$ cat src/hw/nps_defines.vh
// What this block does
// - No rise on a byte boundary: no program, no error flag, latch stays set.
// - Every address bit is captured on a rising serial clock edge.
// - Protected sector: no program, latch stays set, flag bits 1 and 4 set.
// - Program timeout clears the write enable latch and sets program fail.
// - Programming only clears ones to zeros, never sets zeros back to one.
// - Opcodes 02h, A2h, D2h: page, dual fast, extended dual fast program.
// - Opcodes 32h, 38h: quad fast and extended quad fast program.
// - Write in progress reads one while an accepted program runs.
// - Write enable latch clears at the end of every accepted program.
// - Write in progress clears on completion; status stays pollable meanwhile.
// - Suspend pauses a running program, resume continues it.
// - Bytes past the page end wrap to the start of the same page.
// - Over a page of data keeps only the latest page-size bytes.
// - Short data programs only the addressed bytes, rest of page untouched.
// - Bits travel on one, two or four lines by protocol and opcode.
`ifndef NPS_DEFINES_VH
`define NPS_DEFINES_VH

// Opcodes of the program family
`define NPS_OP_PAGE 8'h02
`define NPS_OP_DUAL 8'hA2
`define NPS_OP_XDUAL 8'hD2
`define NPS_OP_QUAD 8'h32
`define NPS_OP_XQUAD 8'h38

// Protocol selection
`define NPS_MODE_EXT 2'h0
`define NPS_MODE_DUAL 2'h1
`define NPS_MODE_QUAD 2'h2

// Field layout
`define NPS_ADDR_BITS 24
`define NPS_PAGE_BYTES 256
`define NPS_SECT_HI 23
`define NPS_SECT_LO 16
`define NPS_OFF_HI 7
`define NPS_PAGE_HI 23
`define NPS_PAGE_LO 8
`define NPS_BYTE_BITS 4'h8
`define NPS_ADDR_BITS_CNT 5'h18
// Scan position past the last page offset
`define NPS_SCAN_DONE 9'h100

// Timeout of a program operation, in microseconds, and clock rate in MHz
`define NPS_TPP_TIMEOUT_US 1800
`define NPS_CLK_MHZ 250

`endif

$ cat src/hw/nps_page_program.v
`include "nps_defines.vh"

module nps_page_program #(
  parameter integer TIMEOUT_CYC = `NPS_TPP_TIMEOUT_US * `NPS_CLK_MHZ
) (
  input wire mclk,
  input wire rst_n,
  input wire spi_clk,
  input wire spi_cs_n,
  input wire [3:0] serial_data_lines,
  input wire [1:0] proto_mode,
  input wire wel_set,
  input wire wel_clr,
  input wire flag_clr,
  input wire pe_suspend,
  input wire pe_resume,
  input wire [255:0] sector_protect,
  output reg wip_q,
  output reg wel_q,
  output reg flag_prot_q,
  output reg flag_prog_err_q,
  output reg prog_susp_q,
  output reg arr_valid_q,
  output reg [23:0] arr_addr_q,
  output reg [7:0] arr_clr_mask_q,
  input wire arr_ready
);

  // Link-side states
  localparam [2:0] LS_IDLE = 3'h0;
  localparam [2:0] LS_CMD = 3'h1;
  localparam [2:0] LS_ADDR = 3'h2;
  localparam [2:0] LS_DATA = 3'h3;
  localparam [2:0] LS_SKIP = 3'h4;

  // Lanes used per edge for a phase
  function [2:0] nps_lanes;
    input [1:0] mode;
    input [7:0] op;
    input [1:0] phase;
    begin
      case (mode)
        `NPS_MODE_DUAL: nps_lanes = 3'h2;
        `NPS_MODE_QUAD: nps_lanes = 3'h4;
        default: begin
          if (phase == 2'h0) begin
            nps_lanes = 3'h1;
          end else if (op == `NPS_OP_XQUAD ||
                       (phase == 2'h2 && op == `NPS_OP_QUAD)) begin
            nps_lanes = 3'h4;
          end else if (op == `NPS_OP_XDUAL ||
                       (phase == 2'h2 && op == `NPS_OP_DUAL)) begin
            nps_lanes = 3'h2;
          end else begin
            nps_lanes = 3'h1;
          end
        end
      endcase
    end
  endfunction

  // Shift in one edge's worth of bits, MSB first
  function [23:0] nps_shift;
    input [23:0] cur;
    input [2:0] lanes;
    input [3:0] din;
    begin
      case (lanes)
        3'h2: nps_shift = {cur[21:0], din[1:0]};
        3'h4: nps_shift = {cur[19:0], din[3:0]};
        default: nps_shift = {cur[22:0], din[0]};
      endcase
    end
  endfunction

  // True for the five program-family opcodes
  function nps_is_prog;
    input [7:0] op;
    begin
      nps_is_prog = (op == `NPS_OP_PAGE) || (op == `NPS_OP_DUAL) ||
                    (op == `NPS_OP_XDUAL) || (op == `NPS_OP_QUAD) ||
                    (op == `NPS_OP_XQUAD);
    end
  endfunction

  // Reset release through two flops
  reg rst_s1_q;
  reg rst_s2_q;
  wire rst_i_n = rst_s2_q;

  always @(posedge mclk or negedge rst_n) begin
    if (!rst_n) begin
      rst_s1_q <= 1'b0;
      rst_s2_q <= 1'b0;
    end else begin
      rst_s1_q <= 1'b1;
      rst_s2_q <= rst_s1_q;
    end
  end

  // Pin synchronisers; edge detect looks only at the second stage onward
  reg [5:0] pin_s1_q;
  reg [5:0] pin_s2_q;
  reg sck_d1_q;
  reg cs_d1_q;

  always @(posedge mclk or negedge rst_i_n) begin
    if (!rst_i_n) begin
      pin_s1_q <= 6'h3F;
      pin_s2_q <= 6'h3F;
      sck_d1_q <= 1'b1;
      cs_d1_q <= 1'b1;
    end else begin
      pin_s1_q <= {spi_clk, spi_cs_n, serial_data_lines};
      pin_s2_q <= pin_s1_q;
      sck_d1_q <= pin_s2_q[5];
      cs_d1_q <= pin_s2_q[4];
    end
  end

  // Synchronised pins; serial clock edges count only while selected
  wire sck_s = pin_s2_q[5];
  wire cs_s = pin_s2_q[4];
  wire [3:0] dq_s = pin_s2_q[3:0];
  wire sck_rise = sck_s && !sck_d1_q && !cs_s;
  wire cs_rise = cs_s && !cs_d1_q;
  wire cs_fall = !cs_s && cs_d1_q;

  // Link-side capture state
  reg [2:0] ls_q;
  reg [7:0] op_q;
  reg [23:0] sh_q;
  reg [4:0] bit_cnt_q;
  reg [23:0] addr_q;
  reg [7:0] off_q;
  reg any_byte_q;
  reg [7:0] page_mem [0:255];
  reg [255:0] touched_q;

  // Per-edge phase, lane count and shifted value
  wire [1:0] phase = (ls_q == LS_CMD) ? 2'h0 : ((ls_q == LS_ADDR) ? 2'h1 : 2'h2);
  wire [2:0] lanes = nps_lanes(proto_mode, op_q, phase);
  wire [23:0] sh_next = nps_shift(sh_q, lanes, dq_s);
  wire [4:0] cnt_next = bit_cnt_q + {2'h0, lanes};
  wire byte_done = (cnt_next[3:0] == `NPS_BYTE_BITS);

  // Accept only on a whole final byte with chip select raised
  wire start_ok = cs_rise && (ls_q == LS_DATA) && any_byte_q &&
                  (bit_cnt_q == 5'h0) && wel_q && !wip_q;
  wire prot_hit = sector_protect[addr_q[`NPS_SECT_HI:`NPS_SECT_LO]];

  // Program engine state
  reg [8:0] scan_q;
  reg [31:0] tmo_q;
  reg v1_q;
  reg [23:0] e1_addr_q;
  reg [7:0] e1_mask_q;
  wire drain_go = wip_q && !prog_susp_q;
  wire scan_end = scan_q[8];
  wire in_ready = !v1_q;
  wire [7:0] scan_idx = scan_q[7:0];
  wire in_valid = drain_go && !scan_end && touched_q[scan_idx];
  wire push = in_valid && in_ready;
  wire pop = arr_valid_q && arr_ready;
  // Word for the array: page of the start address, offset from the scan
  wire [23:0] in_addr = {addr_q[`NPS_PAGE_HI:`NPS_PAGE_LO], scan_idx};
  wire [7:0] in_mask = ~page_mem[scan_idx];
  // Budget frozen while suspended, so a long pause cannot fail a program
  wire timed_out = drain_go && (tmo_q == TIMEOUT_CYC - 1);
  wire prog_done = wip_q && scan_end && !arr_valid_q && !v1_q;

  // Capture of command, address and data on serial clock rises
  always @(posedge mclk or negedge rst_i_n) begin
    if (!rst_i_n) begin
      ls_q <= LS_IDLE;
      op_q <= 8'h00;
      sh_q <= 24'h000000;
      bit_cnt_q <= 5'h00;
      addr_q <= 24'h000000;
      off_q <= 8'h00;
      any_byte_q <= 1'b0;
    end else if (cs_s) begin
      ls_q <= LS_IDLE;
      bit_cnt_q <= 5'h00;
    end else if (cs_fall) begin
      ls_q <= LS_CMD;
      bit_cnt_q <= 5'h00;
      sh_q <= 24'h000000;
      any_byte_q <= 1'b0;
    end else if (sck_rise) begin
      sh_q <= sh_next;
      case (ls_q)
        LS_CMD: begin
          bit_cnt_q <= byte_done ? 5'h00 : cnt_next;
          if (byte_done) begin
            op_q <= sh_next[7:0];
            // Busy or no latch: command dropped silently
            if (nps_is_prog(sh_next[7:0]) && wel_q && !wip_q) begin
              ls_q <= LS_ADDR;
            end else begin
              ls_q <= LS_SKIP;
            end
          end
        end
        LS_ADDR: begin
          if (cnt_next == `NPS_ADDR_BITS_CNT) begin
            addr_q <= sh_next;
            off_q <= sh_next[`NPS_OFF_HI:0];
            bit_cnt_q <= 5'h00;
            ls_q <= LS_DATA;
          end else begin
            bit_cnt_q <= cnt_next;
          end
        end
        LS_DATA: begin
          bit_cnt_q <= byte_done ? 5'h00 : cnt_next;
          if (byte_done) begin
            off_q <= off_q + 8'h01;
            any_byte_q <= 1'b1;
          end
        end
        LS_SKIP: bit_cnt_q <= 5'h00;
        default: ls_q <= LS_SKIP;
      endcase
    end
  end

  // Page buffer; a later byte to the same offset replaces the earlier one
  always @(posedge mclk) begin
    if (!cs_s && sck_rise && ls_q == LS_DATA && byte_done) begin
      page_mem[off_q] <= sh_next[7:0];
    end
  end

  // Marks of written offsets; cleared at each new command that starts while not busy
  always @(posedge mclk or negedge rst_i_n) begin
    if (!rst_i_n) begin
      touched_q <= {`NPS_PAGE_BYTES{1'b0}};
    end else if (cs_fall && !wip_q) begin
      touched_q <= {`NPS_PAGE_BYTES{1'b0}};
    end else if (!cs_s && sck_rise && ls_q == LS_DATA && byte_done) begin
      touched_q[off_q] <= 1'b1;
    end
  end

  // Status: latch, busy, error flags; a set wins over a clear, except that program end clears the latch and suspend even with wel_set or pe_suspend
  always @(posedge mclk or negedge rst_i_n) begin
    if (!rst_i_n) begin
      wel_q <= 1'b0;
      wip_q <= 1'b0;
      flag_prot_q <= 1'b0;
      flag_prog_err_q <= 1'b0;
      prog_susp_q <= 1'b0;
    end else begin
      if (start_ok && prot_hit) begin
        flag_prot_q <= 1'b1;
        flag_prog_err_q <= 1'b1;
      end else if (timed_out) begin
        flag_prog_err_q <= 1'b1;
      end else if (flag_clr) begin
        flag_prot_q <= 1'b0;
        flag_prog_err_q <= 1'b0;
      end
      if (start_ok && !prot_hit) begin
        wip_q <= 1'b1;
      end else if (timed_out || prog_done) begin
        wip_q <= 1'b0;
      end
      // Latch survives rejection and missing chip select rise
      if (timed_out || prog_done) begin
        wel_q <= 1'b0;
      end else if (wel_set) begin
        wel_q <= 1'b1;
      end else if (wel_clr && !wip_q) begin
        wel_q <= 1'b0;
      end
      if (timed_out || prog_done) begin
        prog_susp_q <= 1'b0;
      end else if (wip_q && pe_suspend) begin
        prog_susp_q <= 1'b1;
      end else if (pe_resume) begin
        prog_susp_q <= 1'b0;
      end
    end
  end

  // Scan of the page buffer and time budget; both halt while suspended
  always @(posedge mclk or negedge rst_i_n) begin
    if (!rst_i_n) begin
      scan_q <= `NPS_SCAN_DONE;
      tmo_q <= 32'h00000000;
    end else if (start_ok && !prot_hit) begin
      scan_q <= 9'h000;
      tmo_q <= 32'h00000000;
    end else if (timed_out) begin
      scan_q <= `NPS_SCAN_DONE;
    end else if (drain_go) begin
      tmo_q <= tmo_q + 32'h00000001;
      // Skip untouched bytes; stall on a full buffer
      if (!scan_end && (push || !touched_q[scan_idx])) begin
        scan_q <= scan_q + 9'h001;
      end
    end
  end

  // Two-entry buffer toward the array; head entry drives the outputs
  always @(posedge mclk or negedge rst_i_n) begin
    if (!rst_i_n) begin
      arr_valid_q <= 1'b0;
      arr_addr_q <= 24'h000000;
      arr_clr_mask_q <= 8'h00;
      v1_q <= 1'b0;
      e1_addr_q <= 24'h000000;
      e1_mask_q <= 8'h00;
    end else if (timed_out) begin
      arr_valid_q <= 1'b0;
      v1_q <= 1'b0;
    end else if (pop) begin
      if (v1_q) begin
        arr_addr_q <= e1_addr_q;
        arr_clr_mask_q <= e1_mask_q;
        v1_q <= 1'b0;
      end else if (push) begin
        arr_addr_q <= in_addr;
        arr_clr_mask_q <= in_mask;
      end else begin
        arr_valid_q <= 1'b0;
      end
    end else if (push) begin
      if (!arr_valid_q) begin
        arr_valid_q <= 1'b1;
        arr_addr_q <= in_addr;
        arr_clr_mask_q <= in_mask;
      end else begin
        v1_q <= 1'b1;
        e1_addr_q <= in_addr;
        e1_mask_q <= in_mask;
      end
    end
  end

endmodule

$ cat config.mk
export PLATFORM = sky130hd
export DESIGN_NAME = nps_page_program
export DESIGN_NICKNAME = d
export VERILOG_FILES = /design/src/hw/nps_page_program.v
export VERILOG_INCLUDE_DIRS = /design/src /design/src/hw
export SDC_FILE = /design/constraint.sdc
export NUM_CORES = 2
export LEC_CHECK = 0
export CORE_AREA = 5 5 408 410
export CTS_BUF_LIST = sky130_fd_sc_hd__clkbuf_4 sky130_fd_sc_hd__clkbuf_8 sky130_fd_sc_hd__clkbuf_16
export DETAILED_ROUTE_END_ITERATION = 12
export DIE_AREA = 0 0 413 415
export DONT_BUFFER_PORTS = 1
export PLACE_DENSITY_LB_ADDON = 0.25
export SYNTH_ARGS = -nofsm -noshare
export SYNTH_HDL_FRONTEND = slang
export SYNTH_SLANG_ARGS = --single-unit
$ cat constraint.sdc
create_clock -name mclk -period 15.1 [get_ports mclk]
set_clock_uncertainty 0.05 [all_clocks]
set_input_delay 3.02 -clock mclk [delete_from_list [all_inputs] [get_ports mclk]]
set_output_delay 3.02 -clock mclk [all_outputs]
set_load 0.05 [all_outputs]
==> flow_summary.yaml <==
hold_path:
  hold_class: "flip-flop to flip-flop"
  hold_path.startpoint: "rst_s1_q$_DFF_PN0_"
synthesis:
  yosys-top-cells-count: "edfxtp_1, mux4_2, nor2_1"
  synth.distinct_cells: 90
  synth.area.top_cells: "edfxtp_1, mux4_2, dfrtp_1"
  synth_top_cell_by_area: "edfxtp_1"
  synth.top_cell.area_share: 0.605
  syn_inst: 5516
  synth_edf_count: 2048
  synth_seq_cells: 2496
  ys.flop_type: "edfxtp_1"
  syn_area_um2: 102000
  seq_area_frac_synth: 0.715
  syn_nets: 5800
  synth-warning-count: 0
  synth.most_common_cell: "edfxtp_1"
  synth_area_per_cell_um2: 18.4
  synthArstFlopShare: 0.179
routing:
  via_count: 55800
  wl_um: 273000
  dr.first_iter.drc_count: 8713
  first_pass_iters: 8
  antenna_left: 0
  vias_per_cell: 7.05
  route.detailed.drc: 0
  wl_per_cell_um: 34.4
sta:
  worst_pin_slew_ns: 1.47
  fin_crit_ns: 7.59
  fmax_mhz: 132
  hold_viol_final: 0
  rsz0062_at_grt: "no"
  drv_slew: 0
  whs_ns: 0.304
  slew_headroom: 0.0148
  setup_viol: 0
  finalSetupTns_ns: 0
  finalCritPeriodShare: 0.502
power:
  sw_frac_of_total: 0.293
  cellInternalPower_mw: 12.8
  p_seq_frac: 0.425
  power_mw: 18.1
  p_leak_nw: 37.6
  p_comb_frac: 0.230
  pwr-share-clk: 0.345
  p_switching_mw: 5.30
  power.density_nw_per_um2: 162
  irDropWorstVdd_v: 0.000149
clock_network:
  cts_setup_buffers: 0
  insertion_delay_ns: 0.87
  cts_tree: "built"
  cts.repair.resized: 0
  cts_sinks: 2496
  clockRootBuffer: "clkbuf_16"
  hold_buffers: 0
  cts_max_path_buffers: 3
  clk_pin_slew_ns: 0.06
  cts_max_level: 4
  cts_made_buffers: 233
floorplan:
  die_h_um: 415
  rows: 148
  die_w_um: 413
  ios: 310
  coreArea_um2: 162000
  start_util: 0.628
  die_area_um2: 171000
placed_design:
  numPortBuffers: 0
  routabilityCongestion: 0.939
  dp_hpwl_um: 167000
setup_path:
  reg2reg_from: "scan_q[1]$_DFFE_PN0P_"
  cp-end-kind: "flip-flop"
  cp_max_fo: 16
  startpoint: "proto_mode[0]"
  crit_arrival_ns: 8.02
  cp-start-kind: "primary input"
  cp.required_ns: 15.53
  path_class: "primary input to flip-flop"
finish:
  multi_input_area_um2: 27000
  num-nets-final: 5816
  utilization: 0.691
  fill_cells: 9792
  regArea_um2: 72800
  drive_gt1_frac: 0.231
  syn_to_final_growth_pct: 10.1
status:
  failed_checks: "capacitance limit"
  outcome: "complete, but fails checks"
grt:
  track_usage: 0.321
  grt_pass1_wl_um: 394000
  gr-total-overflow: 0
  grt_max_degree: 192
  grt_pass1_vias: 54400
  antenna_found_initial: 28
run:
  max-cap-violations: 1
==> path summary, 6_finish.rpt <==
check                                       endpoint  slack, ns  cells after the start
hold / removal                     rst_i_n$_DFF_PN0_       0.30                      0
setup reg to reg           e1_addr_q[23]$_DFFE_PN0P_       8.27                     13
hold reg to reg                    rst_i_n$_DFF_PN0_       0.30                      0
setup / recovery           page_mem[13][3]$_DFFE_PP_       7.51                     11
min in group asynchronous  touched_q[57]$_DFFE_PN0P_       0.31                      0
max in group asynchronous  touched_q[70]$_DFFE_PN0P_      10.89                      4
==> power by group through the flow <==
stage	clock network (mW)	registers (mW)	logic [mW]
final	6.25	7.69	4.17
after global routing	6.61	7.69	4.29
after CTS	6.29	7.69	4.10
after detailed placement	0	7.83	4.07
after global placement	0	7.83	4.04
after floorplan	0	7.81	2.86
==> per-stage QoR <==
step / cell area [um^2] / instances / setup slack, ns
global placement: 104000 / 7472 / 6.92
global route: 112000 / 7915 / 7.37
CTS: 112000 / 7914 / 7.61
floorplan: 102000 / 5516 / 1.67
finish: 112000 / 7920 / 7.51
detailed placement: 104000 / 7472 / 6.75
==> cells in the final DEF (no fill, tap or decap), drive strengths merged, types with 30 or more instances in the layout <==
cell type,n
a21oi,38
nor2,606
o21ai,68
bufinv,38
dfrtp,433
nand2,255
clkinv,85
clkbuf,297
nand3,54
a22oi,87
inv,46
edfxtp,2048
o21a,137
mux2,88
nor3,30
a221oi,59
buf,116
a22o,41
mux2i,238
mux4,628
==> critical path: stages <==
cell and delay, ns:
inv_1 0.02, ha_1 0.36, nand3_2 0.13, o41a_4 0.43, inv_1 0.12, fa_1 0.44, nor3_1 0.45, nand3_1 0.47
nor3_1 0.93, nand2_1 0.77, nor2_1 0.84
==> area by class of cell <==
cell class | count | area share
Clock inverter | 145 | 0.0162
Tap cell | 2175 | 0.0243
Multi-Input combinational cell | 2641 | 0.241
Clock buffer | 297 | 0.0580
Timing Repair Buffer | 116 | 0.00868
Sequential cell | 2496 | 0.650
Inverter | 44 | 0.00165
Antenna cell | 6 | 0.000134
==> metal layers <==
layer | global-route usage | up-vias | wire length (um)
met5 | 0.00226 | - | 278
met2 | 0.465 | 4122 | 124000
met1 | 0.466 | 28900 | 99300
li1 | - | 22100 | -
met4 | 0.132 | 33 | 13700
met3 | 0.0933 | 718 | 35900
==> sequential cells by signal, summed over array words and instances (netlist names), 9 cells and up <==
signal      count
tmo_q          32
e1_addr_q      24
sh_q           23
touched_q     256
page_mem     2048
scan_q          9
arr_addr_q     24
addr_q         16
==> cell families after synthesis <==
logic type	count (synthesis)	synth area share
fa+ha+maj	12	0.00155
xor+xnor	37	0.00326
mux	954	0.173
buf+inv	379	0.0213
simple gates	1098	0.0464
flops	2496	0.715
other cells	1	0.0000369
compound gates	539	0.0391
(Power assumes the default switching activity.)
